[src/design/typeb_defs.vh]
// Constants for the Type B answer builder and selection command decoder.
`ifndef TYPEB_DEFS_VH
`define TYPEB_DEFS_VH
`define ANS_CODE 8'h50
`define SEL_CODE 8'h1d
`define APP_DATA_BYTE 8'h00
`define PROTO_BYTE1 8'h91
`define PROTO_BYTE2 8'h81
`define PROTO3_LOW 4'h0
`define ANS_LEN 4'hd
`define SEL_LEN 4'hb
`define SEL_ID_FIRST 4'h1
`define SEL_P1_POS 4'h5
`define SEL_P2_POS 4'h6
`define SEL_P3_POS 4'h7
`define SEL_P4_POS 4'h8
`define P1_TR0_HI 7
`define P1_TR0_LO 6
`define P1_TR1_HI 5
`define P1_TR1_LO 4
`define P1_EOF_BIT 3
`define P1_SOF_BIT 2
`define P2_FSD_OK_MAX 4'h8
`define P2_FSD_OK_MIN 4'h5
`define P3_EXPECT 8'h01
`define P4_CID_NONE 4'h0
`define TR_CODE_RSVD 2'h3
`define TR_CODE_DEF 2'h0
`define CRC_INIT 16'hffff
`define CRC_POLY 16'h8408
`define CRC_RESIDUE 16'hf0b8
`define TR0_MIN_FS 8'd64
`define TR1_MIN_FS 8'd80
`define TR2_ETU 8'd10
`define TR2_FS 8'd32
`endif

[src/design/crc_b_byte.v]
// Reflected CRC_B update over one byte.
`timescale 1ns/1ps
module crc_b_byte (
    input wire [15:0] crc_i, // Running value.
    input wire [7:0] data_i, // Byte to fold in.
    output wire [15:0] crc_o // Updated value.
);
`include "typeb_defs.vh"
    wire [15:0] stage [0:8];
    assign stage[0] = crc_i ^ {8'h00, data_i};
    genvar k;
    // One shift per bit, least significant bit first.
    generate
        for (k = 0; k < 8; k = k + 1) begin : g_bit
            assign stage[k + 1] = stage[k][0] ?
                ((stage[k] >> 1) ^ `CRC_POLY) : (stage[k] >> 1);
        end
    endgenerate
    assign crc_o = stage[8];
endmodule

[src/design/typeb_atqb_attrib_handler.v]
// Type B answer builder and selection command first-part decoder.
`timescale 1ns/1ps
// Overview of operation
// (RL1) Answer: 0x50, id, app data, info, CRC.
// (RL2) Application data bytes are always zero.
// (RL3) First protocol info byte is 0x91.
// (RL4) Second protocol info byte is 0x81.
// (RL5) Reader waits TR2 after tag answers.
// (RL6) Third info byte: FWI high, zero low.
// (RL7) Third info byte bits 3-2 are 00b.
// (RL8) Third info byte bits 1-0 are 00b.
// (RL9) Selection: 0x1d, id, four params, CRC.
// (RL10) Valid addressed selection enters active state.
// (RL11) TR0 decoded; device keeps 64/fs minimum.
// (RL12) TR1 decoded; device keeps 80/fs minimum.
// (RL13) Reserved 11b reads as 00b; bits 1-0 ignored.
// (RL14) Omission requests noted; delimiters still sent.
// (RL15) Unsupported parameters: stay silent.
// (RL16) Frames carry CRC_B; bad frames dropped.
module typeb_atqb_attrib_handler (
    input wire REF_CLK_I, // 20 MHz clock.
    input wire RESET_N_I, // Async reset, active low.
    input wire RX_VALID_I, // Received byte strobe.
    input wire [7:0] RX_DATA_I, // Received byte.
    input wire RX_SOF_I, // Pulse marking frame start.
    input wire RX_EOF_I, // Pulse marking frame end.
    input wire ANS_REQ_I, // Pulse: request decoded, send answer.
    input wire [31:0] CARD_ID_I, // Stored card identifier.
    input wire [3:0] FWI_I, // Frame waiting time integer.
    input wire TX_READY_I, // Transmitter takes a byte.
    input wire STATE_CLR_I, // Pulse: leave active state; ignored in a cycle with RX_SOF_I, RX_VALID_I or a selection RX_EOF_I.
    output wire TX_VALID_O, // Byte offered to transmitter.
    output reg [7:0] TX_DATA_O, // Byte to transmit.
    output wire TX_LAST_O, // Offered byte ends the frame.
    output wire TX_SOF_EN_O, // Send start delimiter.
    output wire TX_EOF_EN_O, // Send end delimiter.
    output reg SEL_OK_O, // Pulse: selection accepted.
    output reg SEL_REJECT_O, // Pulse: selection dropped.
    output reg ACTIVE_O, // Protocol active state flag.
    output reg [1:0] TR0_CODE_O, // Decoded TR0 code.
    output reg [1:0] TR1_CODE_O, // Decoded TR1 code.
    output reg EOF_OMIT_REQ_O, // Reader asked to omit EOF.
    output reg SOF_OMIT_REQ_O, // Reader asked to omit SOF.
    output reg [7:0] TR0_MIN_FS_O, // Applied TR0 in 1/fs.
    output reg [7:0] TR1_MIN_FS_O // Applied TR1 in 1/fs.
);
`include "typeb_defs.vh"
    localparam [2:0] ST_IDLE = 3'b001;
    localparam [2:0] ST_SEND = 3'b010;
    localparam [2:0] ST_CRC = 3'b100;

    reg [2:0] state_reg;
    reg [2:0] state_next;
    reg [3:0] tx_idx_reg;
    reg [15:0] tx_crc_reg;
    reg [31:0] id_snap_reg;
    reg [3:0] fwi_snap_reg;
    reg [7:0] body_byte;
    wire [15:0] tx_crc_upd;
    wire [15:0] tx_crc_out;

    // Both delimiters are always sent, whatever the reader asked. [RL14]
    assign TX_SOF_EN_O = 1'b1;
    assign TX_EOF_EN_O = 1'b1;

    // Body byte chooser for the identification answer.
    always @* begin
        case (tx_idx_reg)
            4'h0: body_byte = `ANS_CODE; // [RL1]
            4'h1: body_byte = id_snap_reg[7:0];
            4'h2: body_byte = id_snap_reg[15:8];
            4'h3: body_byte = id_snap_reg[23:16];
            4'h4: body_byte = id_snap_reg[31:24];
            4'h5, 4'h6, 4'h7, 4'h8: body_byte = `APP_DATA_BYTE; // [RL2]
            4'h9: body_byte = `PROTO_BYTE1; // [RL3]
            4'ha: body_byte = `PROTO_BYTE2; // [RL4]
            // FWI high, coding and option bits all zero. [RL6] [RL7] [RL8]
            4'hb: body_byte = {fwi_snap_reg, `PROTO3_LOW};
            default: body_byte = 8'h00;
        endcase
    end

    crc_b_byte u_tx_crc (
        .crc_i(tx_crc_reg),
        .data_i(body_byte),
        .crc_o(tx_crc_upd)
    );
    // Transmitted CRC is the complement, low byte first. [RL16]
    assign tx_crc_out = ~tx_crc_reg;

    // Data output is combinational from registered index and snapshot.
    always @* begin
        if (state_reg == ST_CRC) begin
            TX_DATA_O = tx_idx_reg[0] ? tx_crc_out[15:8] : tx_crc_out[7:0];
        end else begin
            TX_DATA_O = body_byte;
        end
    end
    assign TX_VALID_O = (state_reg == ST_SEND) || (state_reg == ST_CRC);
    assign TX_LAST_O = (state_reg == ST_CRC) && tx_idx_reg[0];

    // Answer sequencer; a new request during an answer is ignored.
    always @* begin
        case (state_reg)
            ST_IDLE: begin
                state_next = ANS_REQ_I ? ST_SEND : ST_IDLE;
            end
            ST_SEND: begin
                if (TX_READY_I && tx_idx_reg == `ANS_LEN - 4'h2) begin
                    state_next = ST_CRC;
                end else begin
                    state_next = ST_SEND;
                end
            end
            ST_CRC: begin
                if (TX_READY_I && tx_idx_reg[0]) begin
                    state_next = ST_IDLE;
                end else begin
                    state_next = ST_CRC;
                end
            end
            default: state_next = ST_IDLE;
        endcase
    end

    // Answer byte counter, CRC accumulation and field snapshots.
    always @(posedge REF_CLK_I or negedge RESET_N_I) begin
        if (!RESET_N_I) begin
            state_reg <= ST_IDLE;
            tx_idx_reg <= 4'h0;
            tx_crc_reg <= `CRC_INIT;
            id_snap_reg <= 32'h00000000;
            fwi_snap_reg <= 4'h0;
        end else begin
            state_reg <= state_next;
            case (state_reg)
                ST_IDLE: begin
                    tx_idx_reg <= 4'h0;
                    tx_crc_reg <= `CRC_INIT;
                    // Snapshot so the answer cannot tear mid-frame.
                    id_snap_reg <= CARD_ID_I;
                    fwi_snap_reg <= FWI_I;
                end
                ST_SEND: begin
                    if (TX_READY_I) begin
                        tx_crc_reg <= tx_crc_upd;
                        if (tx_idx_reg == `ANS_LEN - 4'h2) begin
                            tx_idx_reg <= 4'h0;
                        end else begin
                            tx_idx_reg <= tx_idx_reg + 4'h1;
                        end
                    end
                end
                ST_CRC: begin
                    if (TX_READY_I) begin
                        tx_idx_reg <= tx_idx_reg + 4'h1;
                    end
                end
                default: tx_idx_reg <= 4'h0;
            endcase
        end
    end

    // Receive side: selection command collector.
    reg [3:0] rx_cnt_reg;
    reg [15:0] rx_crc_reg;
    reg rx_is_sel_reg;
    reg rx_id_ok_reg;
    reg rx_par_ok_reg;
    reg [7:0] p1_reg;
    wire [15:0] rx_crc_upd;
    wire [1:0] tr0_raw;
    wire [1:0] tr1_raw;
    wire byte_id_ok;
    wire byte_par_ok;
    wire [1:0] rate_up;
    wire [1:0] rate_dn;

    crc_b_byte u_rx_crc (
        .crc_i(rx_crc_reg),
        .data_i(RX_DATA_I),
        .crc_o(rx_crc_upd)
    );

    // Identifier byte compare, low byte first. [RL9] [RL10]
    assign byte_id_ok =
        (rx_cnt_reg == `SEL_ID_FIRST) ? (RX_DATA_I == CARD_ID_I[7:0]) :
        (rx_cnt_reg == 4'h2) ? (RX_DATA_I == CARD_ID_I[15:8]) :
        (rx_cnt_reg == 4'h3) ? (RX_DATA_I == CARD_ID_I[23:16]) :
        (rx_cnt_reg == 4'h4) ? (RX_DATA_I == CARD_ID_I[31:24]) : 1'b1;

    // Parameter support check for Param2 to Param4. [RL15]
    assign rate_up = RX_DATA_I[7:6];
    assign rate_dn = RX_DATA_I[5:4];
    assign byte_par_ok =
        (rx_cnt_reg == `SEL_P2_POS) ?
            ((rate_up == rate_dn) && !rate_up[1] &&
             (RX_DATA_I[3:0] <= `P2_FSD_OK_MAX) &&
             (RX_DATA_I[3:0] >= `P2_FSD_OK_MIN)) :
        (rx_cnt_reg == `SEL_P3_POS) ? (RX_DATA_I == `P3_EXPECT) :
        (rx_cnt_reg == `SEL_P4_POS) ? (RX_DATA_I[3:0] == `P4_CID_NONE) :
        1'b1;

    // Reserved 11b codes fold to 00b; bits 1-0 are never looked at.
    assign tr0_raw = p1_reg[`P1_TR0_HI:`P1_TR0_LO];
    assign tr1_raw = p1_reg[`P1_TR1_HI:`P1_TR1_LO];

    // Frame collector and end-of-frame verdict.
    always @(posedge REF_CLK_I or negedge RESET_N_I) begin
        if (!RESET_N_I) begin
            rx_cnt_reg <= 4'h0;
            rx_crc_reg <= `CRC_INIT;
            rx_is_sel_reg <= 1'b0;
            rx_id_ok_reg <= 1'b0;
            rx_par_ok_reg <= 1'b0;
            p1_reg <= 8'h00;
            SEL_OK_O <= 1'b0;
            SEL_REJECT_O <= 1'b0;
            ACTIVE_O <= 1'b0;
            TR0_CODE_O <= `TR_CODE_DEF;
            TR1_CODE_O <= `TR_CODE_DEF;
            EOF_OMIT_REQ_O <= 1'b0;
            SOF_OMIT_REQ_O <= 1'b0;
            TR0_MIN_FS_O <= `TR0_MIN_FS;
            TR1_MIN_FS_O <= `TR1_MIN_FS;
        end else begin
            SEL_OK_O <= 1'b0;
            SEL_REJECT_O <= 1'b0;
            // Applied minimum delays never shrink. [RL11] [RL12]
            TR0_MIN_FS_O <= `TR0_MIN_FS;
            TR1_MIN_FS_O <= `TR1_MIN_FS;
            if (RX_SOF_I) begin
                rx_cnt_reg <= 4'h0;
                rx_crc_reg <= `CRC_INIT;
                rx_is_sel_reg <= 1'b0;
                rx_id_ok_reg <= 1'b1;
                rx_par_ok_reg <= 1'b1;
            end else if (RX_VALID_I) begin
                rx_crc_reg <= rx_crc_upd;
                if (rx_cnt_reg != 4'hf) begin
                    rx_cnt_reg <= rx_cnt_reg + 4'h1;
                end
                if (rx_cnt_reg == 4'h0) begin
                    rx_is_sel_reg <= (RX_DATA_I == `SEL_CODE); // [RL9]
                end
                if (rx_cnt_reg == `SEL_P1_POS) begin
                    p1_reg <= RX_DATA_I;
                end
                rx_id_ok_reg <= rx_id_ok_reg && byte_id_ok;
                rx_par_ok_reg <= rx_par_ok_reg && byte_par_ok;
            end else if (RX_EOF_I && rx_is_sel_reg) begin
                // The check bytes are sent complemented, so a good frame
                // leaves the fixed residue rather than zero.
                if (rx_cnt_reg == `SEL_LEN && rx_crc_reg == `CRC_RESIDUE &&
                    rx_id_ok_reg) begin // [RL16]
                    if (rx_par_ok_reg) begin
                        SEL_OK_O <= 1'b1;
                        ACTIVE_O <= 1'b1; // [RL10]
                        TR0_CODE_O <= (tr0_raw == `TR_CODE_RSVD) ?
                            `TR_CODE_DEF : tr0_raw; // [RL13]
                        TR1_CODE_O <= (tr1_raw == `TR_CODE_RSVD) ?
                            `TR_CODE_DEF : tr1_raw; // [RL13]
                        EOF_OMIT_REQ_O <= p1_reg[`P1_EOF_BIT]; // [RL14]
                        SOF_OMIT_REQ_O <= p1_reg[`P1_SOF_BIT]; // [RL14]
                    end else begin
                        // Silent drop: no answer is ever queued. [RL15]
                        SEL_REJECT_O <= 1'b1;
                    end
                end
                rx_is_sel_reg <= 1'b0;
            end else if (STATE_CLR_I) begin
                ACTIVE_O <= 1'b0;
            end
        end
    end
endmodule

[config.mk]
export PLATFORM = sky130hd
export DESIGN_NAME = typeb_atqb_attrib_handler
export DESIGN_NICKNAME = d
export VERILOG_FILES = /design/src/design/crc_b_byte.v /design/src/design/typeb_atqb_attrib_handler.v
export VERILOG_INCLUDE_DIRS = /design/src /design/src/design
export SDC_FILE = /design/constraint.sdc
export NUM_CORES = 1
export LEC_CHECK = 0
export BUFFER_PORTS_ARGS = -buffer_cell sky130_fd_sc_hd__clkbuf_2
export CORE_MARGIN = 2
export CORE_UTILIZATION = 45
export CTS_BUF_LIST = sky130_fd_sc_hd__clkbuf_4
export DETAILED_ROUTE_END_ITERATION = 10
export PLACE_DENSITY = 0.75
export SETUP_SLACK_MARGIN = 0.4
export SYNTH_ARGS = -nofsm -noshare
export SYNTH_HDL_FRONTEND = slang
export SYNTH_SLANG_ARGS = --single-unit
[constraint.sdc]
create_clock -name REF_CLK_I -period 2.7 [get_ports REF_CLK_I]
set_clock_uncertainty 0.1 [all_clocks]
set_input_delay 0 -clock REF_CLK_I [delete_from_list [all_inputs] [get_ports REF_CLK_I]]
set_output_delay 0 -clock REF_CLK_I [all_outputs]
set_load 0.01 [all_outputs]
## After elaboration in Yosys (flattened, before gate mapping)

Cells that the tools add are included.

- Bits in registers: 99
- Bits of input ports: 52
- Output and inout bits: 37
- Word-level logic and storage cells: 171

- Add/subtract/negate cells: 2
- Magnitude comparators: 2
- Equal/unequal tests: 35
- Multiplexer cells: 65
- Bitwise gates (word level): 21
- Reduce and logical (&&, ||, !) cells: 28

Operator list:

| cell | number |
|---|---|
| 16-bit two-way mux | 19 |
| 8-bit one-hot mux with 8 select lines | 1 |
| 2-bit inverter with 3-bit output | 16 |
| 8-bit equality test | 4 |
| 16-bit one-hot mux with 2 select lines | 1 |
| 16-bit by 8-bit XOR with 16-bit output | 2 |
| 1-bit two-way mux | 29 |
| 4-bit two-way mux | 6 |
| 4-bit by 3-bit equality test with 1-bit output (second input constant) | 5 |
| 4-bit equality test (second input constant) | 5 |
| 16-bit equality test (second input constant) | 1 |
| 4-bit by 2-bit equality test with 1-bit output (second input constant) | 4 |
| 8-bit two-way mux | 2 |
| 16-bit inverter | 1 |
| 4-bit logical NOT | 3 |
| 1-bit logical AND | 11 |
| 5-bit AND reduction | 2 |
| 3-bit one-hot mux with 3 select lines | 1 |
| 4-bit by 1-bit adder with 4-bit output (second input constant) | 2 |
| 4-bit by 1-bit equality test with 1-bit output (second input constant) | 2 |
| 8-bit by 1-bit equality test with 1-bit output (second input constant) | 1 |
| 8-bit by 5-bit equality test with 1-bit output (second input constant) | 1 |
| 4-bit one-hot mux with 2 select lines | 1 |
| 2-bit AND reduction | 4 |
| 19 further kinds | 29 |

## Depth between registers and ports, before layout

- Depth after elaboration: 21
- Mapped depth: 9

## Modules after synthesis

From an unflattened synthesis, not the netlist that was laid out.

- Cells, all modules: 553
- Area total of the unflattened synthesis: 6020.8 um^2

Modules (own cells, without submodules):

| module | times used | cells each | area each (um^2) | sequential area each (um^2) |
|---|---|---|---|---|
| typeb_atqb_attrib_handler | 1 | 503 | 5267.6 | 2468.6 |
| crc_b_byte | 2 | 25 | 376.6 | 0.0 |

## Worst setup path before layout

OpenSTA, ideal clock, no wires.

- Kind: register to register
- Start: reg tx_idx_reg[1]
- End: reg tx_crc_reg[0]
- Arrival time: 2.204 ns
- Required time: 2.527 ns
- Slack: 0.323 ns
- Stages on the path, launching flop included: 10
- Path buffers: 1
- Clock period less this slack: 2.377 ns
- Path through: dfrtp_1 inv_1 ha_1 buf_2 nor2_1 o311a_1 a2111oi_4 xor3_2 xor2_1 a21oi_1

- Longest elaborated chain between the ends: 14

Ends and longest elaborated chain:

| element | line | text |
|---|---|---|
| from (decl) | typeb_atqb_attrib_handler.v:54 | `reg [3:0] tx_idx_reg;` |
| from (signal assigned) | typeb_atqb_attrib_handler.v:150 | `tx_idx_reg <= tx_idx_reg + 4'h1;` |
| from (signal assigned) | typeb_atqb_attrib_handler.v:156 | `tx_idx_reg <= tx_idx_reg + 4'h1;` |
| 4-bit equality test (tied with other cells) | typeb_atqb_attrib_handler.v:68 | `case (tx_idx_reg)` |
| 8-bit one-hot mux with 8 select lines * | typeb_atqb_attrib_handler.v:68 |  |
| 16-bit by 8-bit XOR with 16-bit output * | crc_b_byte.v:10 | `assign stage[0] = crc_i ^ {8'h00, data_i};` |
| 2-bit inverter with 3-bit output (no line) | -- |  |
| 16-bit two-way mux * (8 in a row) | crc_b_byte.v:15 | `assign stage[k + 1] = stage[k][0] ?` |
| 16-bit two-way mux * | typeb_atqb_attrib_handler.v:145 | `if (TX_READY_I) begin` |
| 16-bit one-hot mux with 2 select lines * | typeb_atqb_attrib_handler.v:136 | `case (state_reg)` |
| to (signal assigned) | typeb_atqb_attrib_handler.v:131 | `` tx_crc_reg <= `CRC_INIT; `` |
| to (signal assigned) | typeb_atqb_attrib_handler.v:139 | `` tx_crc_reg <= `CRC_INIT; `` |
| to (signal assigned) | typeb_atqb_attrib_handler.v:146 | `tx_crc_reg <= tx_crc_upd;` |
| to (decl) | typeb_atqb_attrib_handler.v:55 | `reg [15:0] tx_crc_reg;` |

Mark *: on every way between the ends. The rest lies on a longest branch, timed or not. The select of a mux whose other input is x is not followed.
A chain may end at the register's enable or synchronous reset.

## Final worst setup path

- Start: reg tx_idx_reg[0]
- End: reg tx_crc_reg[1]

- Longest elaborated chain between the ends: 14

Ends and longest elaborated chain:

| element | line |
|---|---|
| 4-bit equality test (tied with other cells) | typeb_atqb_attrib_handler.v:68 |
| 8-bit one-hot mux with 8 select lines * | typeb_atqb_attrib_handler.v:68 |
| 16-bit by 8-bit XOR with 16-bit output * | crc_b_byte.v:10 |
| 16-bit two-way mux * | crc_b_byte.v:15 |
| 2-bit inverter with 3-bit output (no line) | -- |
| 16-bit two-way mux * (7 in a row) | crc_b_byte.v:15 |
| 16-bit two-way mux * | typeb_atqb_attrib_handler.v:145 |
| 16-bit one-hot mux with 2 select lines * | typeb_atqb_attrib_handler.v:136 |

Marked as above.

==> metrics.md <==
| Metric | Value |
|---|---|
| CP Max Fanout | 6 |
| Arrival @ worst endpoint | 2.73 ns |
| # IOs | 89 |
| Vias | about 4600 |
| GP Congestion | approximately 0.85 |
| Clock buffer depth | 2 |
| Min cycle time layout | 2.42 ns |
| Synthesized instance count | around 550 |
| Fin. Hold Viols | 0 |
| Final ANT Viol Nets | 0 |
| Setup crit start kind | flop |
| Fmax achieved | 0.413 GHz |
| Initial Util | 45.8% |
| Max-cap violations | 0 |
| Top_reg_cell synth | dfrtp_1 |
| Critical Path Slowest Stage Cell | dfrtp_2 |
| Vias per Instance | between 5 and 6 |
| Rows | 41 |
| Final nets | 739 |
| Final setup viols | 0 |
| Worst hold path stage count | 6 |
| DP HPWL | 10.0 mm |
| WL final | 15.0 mm |
| Mean post-synth cell area | 10.5 um2 |
| Num CTS Buffers | 9 |
| # DRC | 0 |
| Chip height | 117 um |
| RSZ-0062 raised after global routing | yes |
| Post-synth EDFFs | 0 |
| Total global routing overflow | 0 |
| Pin count of the biggest net entering global routing | 86 |
| CP max stage delay | ~0.46 ns |
| H-tree levels | 3 |
| CP Capture Type | flop |
| First-pass GRT wire length | between 20 and 25 mm |
| Post-route setup TNS | 0 ns |
| Max Slew Vio Count | 0 |
| Die Wd | 117 um |
| CTS tree | done |
| Layout cells sized above 1 | 36.0% |
| Tcrit/Tclk final | 89.8% |
| Power per cell area | 769 mW/mm2 |
| Async SR Flop Fraction | between 90% and 100% |
| WP depth | 9 |
| Die area | 0.0137 mm2 |
| Worst-margin pin slew | 1.10 ns |
| Initial antenna violation count | 1 |
| Core area | 0.0125 mm2 |
| Clk_lat worst skew | between 0.4 and 0.5 ns |
| Static Leak | 0.00305 uW |
| Commonest non-fill, non-tap cell in the layout | clkbuf_2 |
| Synth Cell Area | 0.00573 mm2 |
| Total GRT Usage | 21.8% |
| Slew HR | 26.8% |
| WL per Instance | 17.5 um |
| Worst-path clk slew | 0.15 ns |
| DR iter-0 viols | 423 |
| FILL cells | between 1000 and 1500 |
| DR pass1 iterations | 7 |
| Buf+Inv Stages, Crit Path | 2 |
| Critical setup path kind | reg2reg |
| Worst path cell trace | buf_6 > ha_4 > buf_6 > a222oi_1 > a2bb2oi_2 > xnor3_1 > xor2_2 > xor2_1 > a21oi_1 |
| Synth cell types | 66 |
| Yosys warnings | 0 |
| Max rail drop VDD | 310 uV |
| Max reg flops | 32 |
| CP required | 3.01 ns |
| Vias in the first global route | approximately 4400 |
| Seq cells post-synth | 97 |
| Area Overhead vs Synth | 25.1% |
| Port buffer count | 70 |
| Clock root buffer | clkbuf_4 |
| Hold WC Path Type | in2reg |
| Crit path top cell by count | buf_6 |
| Crit path max-delay family | compound AO/OA/AOI/OAI gates |
| CTS Sinks | 97 |
| Total power | 5520 uW |
| Status | complete, no violations |
| Seq/Total Area, Yosys | 43.1% |
| Reg2reg path depth | 9 |
| Most frequent cells in the layout | 69 x clkbuf_2, 59 x dfrtp_1, 52 x dlygate4sd3_1, 47 x mux2_2, 47 x xnor2_1 |
## worst min-delay path, stage by stage
cell      delay, ns
clkbuf_2       0.23
nor2_1         0.09
nand3_1        0.09
nor3_1         0.05
a21oi_1        0.10
nor2_1         0.05
## final timing paths
check	slack, ns	end	start
hold / removal	0.06	rx_is_sel_reg$_DFFE_PN0P_	RX_DATA_I[1]
setup / recovery	0.28	tx_crc_reg[1]$_DFFE_PN1P_	tx_idx_reg[0]$_DFFE_PN0P_
hold reg to reg	0.40	SEL_REJECT_O$_DFF_PN0_	rx_par_ok_reg$_DFFE_PN0P_
min in group asynchronous	0.17	SEL_REJECT_O$_DFF_PN0_	RESET_N_I
setup reg to reg	0.28	tx_crc_reg[1]$_DFFE_PN1P_	tx_idx_reg[0]$_DFFE_PN0P_
max in group asynchronous	1.52	tx_crc_reg[7]$_DFFE_PN1P_	RESET_N_I
## cell usage after synthesis (4+ instances only)
master | number | share of area [%]
nand2_1 | 23 | 1.5
nor2b_1 | 9 | 0.98
nor3_1 | 4 | 0.35
nand4_1 | 9 | 0.98
dfstp_2 | 33 | 15
nand2b_1 | 4 | 0.44
nand3b_1 | 6 | 0.79
inv_1 | 9 | 0.59
a221oi_1 | 4 | 0.61
mux2i_1 | 6 | 1.0
mux2_2 | 47 | 9.2
a21oi_1 | 43 | 3.8
xor2_1 | 27 | 4.1
mux2_1 | 6 | 1.2
nor4_1 | 4 | 0.44
clkbuf_1 | 23 | 1.5
ha_1 | 8 | 1.7
a211o_1 | 4 | 0.61
buf_2 | 7 | 0.61
buf_4 | 18 | 2.4
or2_2 | 4 | 0.44
buf_1 | 4 | 0.26
nor2_1 | 45 | 2.9
xnor2_1 | 48 | 7.3
nand3_1 | 11 | 0.96
dfrtp_1 | 64 | 28
or2_1 | 9 | 0.98
o21ai_0 | 7 | 0.61
## per-stage QoR
step                      hold WS (ns)  area, um2  cells  setup WS, ns  util [%]
after CTS                       0.0444       6960    843         0.340      55.6
after floorplan                 -0.396       5810    563         0.362         -
after detailed placement         0.141       6220    769         0.147      49.7
after global placement           0.140       6220    769         0.236      49.7
final                           0.0603       7170    857         0.276      57.3
after global routing             0.139       7170    857         0.186      57.3
## area by class of cell
cell class / count / area, um2 / share of cell area, %
diodes: 1 / 2.50 / 0.0349
inverters: 9 / 33.8 / 0.471
flip-flops and latches: 97 / 2470 / 34.5
repair buffers: 159 / 1160 / 16.2
multi-input cells: 403 / 3170 / 44.2
clock inverters: 5 / 30.0 / 0.419
clock buffers: 11 / 82.6 / 1.15
well taps: 172 / 215 / 3.00
## timing repair
item                                   4_1_cts  5_1_grt
hold buffers                                52        0
resized for setup                           15       31
setup buffers                                6       13
endpoints found under the hold margin      148        0
pin swaps                                    2       18
setup endpoints to repair                   27       28
## report_power, final
group	switching [uW]	total [uW]	internal, uW
logic	1070	2390	1320
clock network	492	702	210
registers	411	2420	2010
total	1970	5520	3540
## logic make-up (layout without fill, tap and decap cells)
| family | after synthesis | in the layout | share of synthesized area (%) |
|---|---|---|---|
| and+or+nand+nor | 141 | 141 | 12.6 |
| DFF | 97 | 97 | 43.1 |
| AOI/OAI and AO/OA | 96 | 96 | 11.7 |
| xor gates and xnor gates | 80 | 80 | 13.4 |
| buffers and inverters | 63 | 184 | 5.72 |
| muxes | 60 | 60 | 11.7 |
| adders and majority gates | 8 | 8 | 1.75 |
| other | 2 | 19 | 0.131 |
## routing by layer
| layer | global-route usage [%] | vias up | part of all wire, % |
|---|---|---|---|
| met5 | 0 | - | 0 |
| met4 | 7.37 | 0 | 2.0 |
| met3 | 3.55 | 21 | 5.2 |
| met2 | 35.9 | 160 | 49 |
| met1 | 29.6 | 2295 | 44 |
| li1 | - | 2134 | - |
No activity file was read; power rests on OpenSTA's default activity.
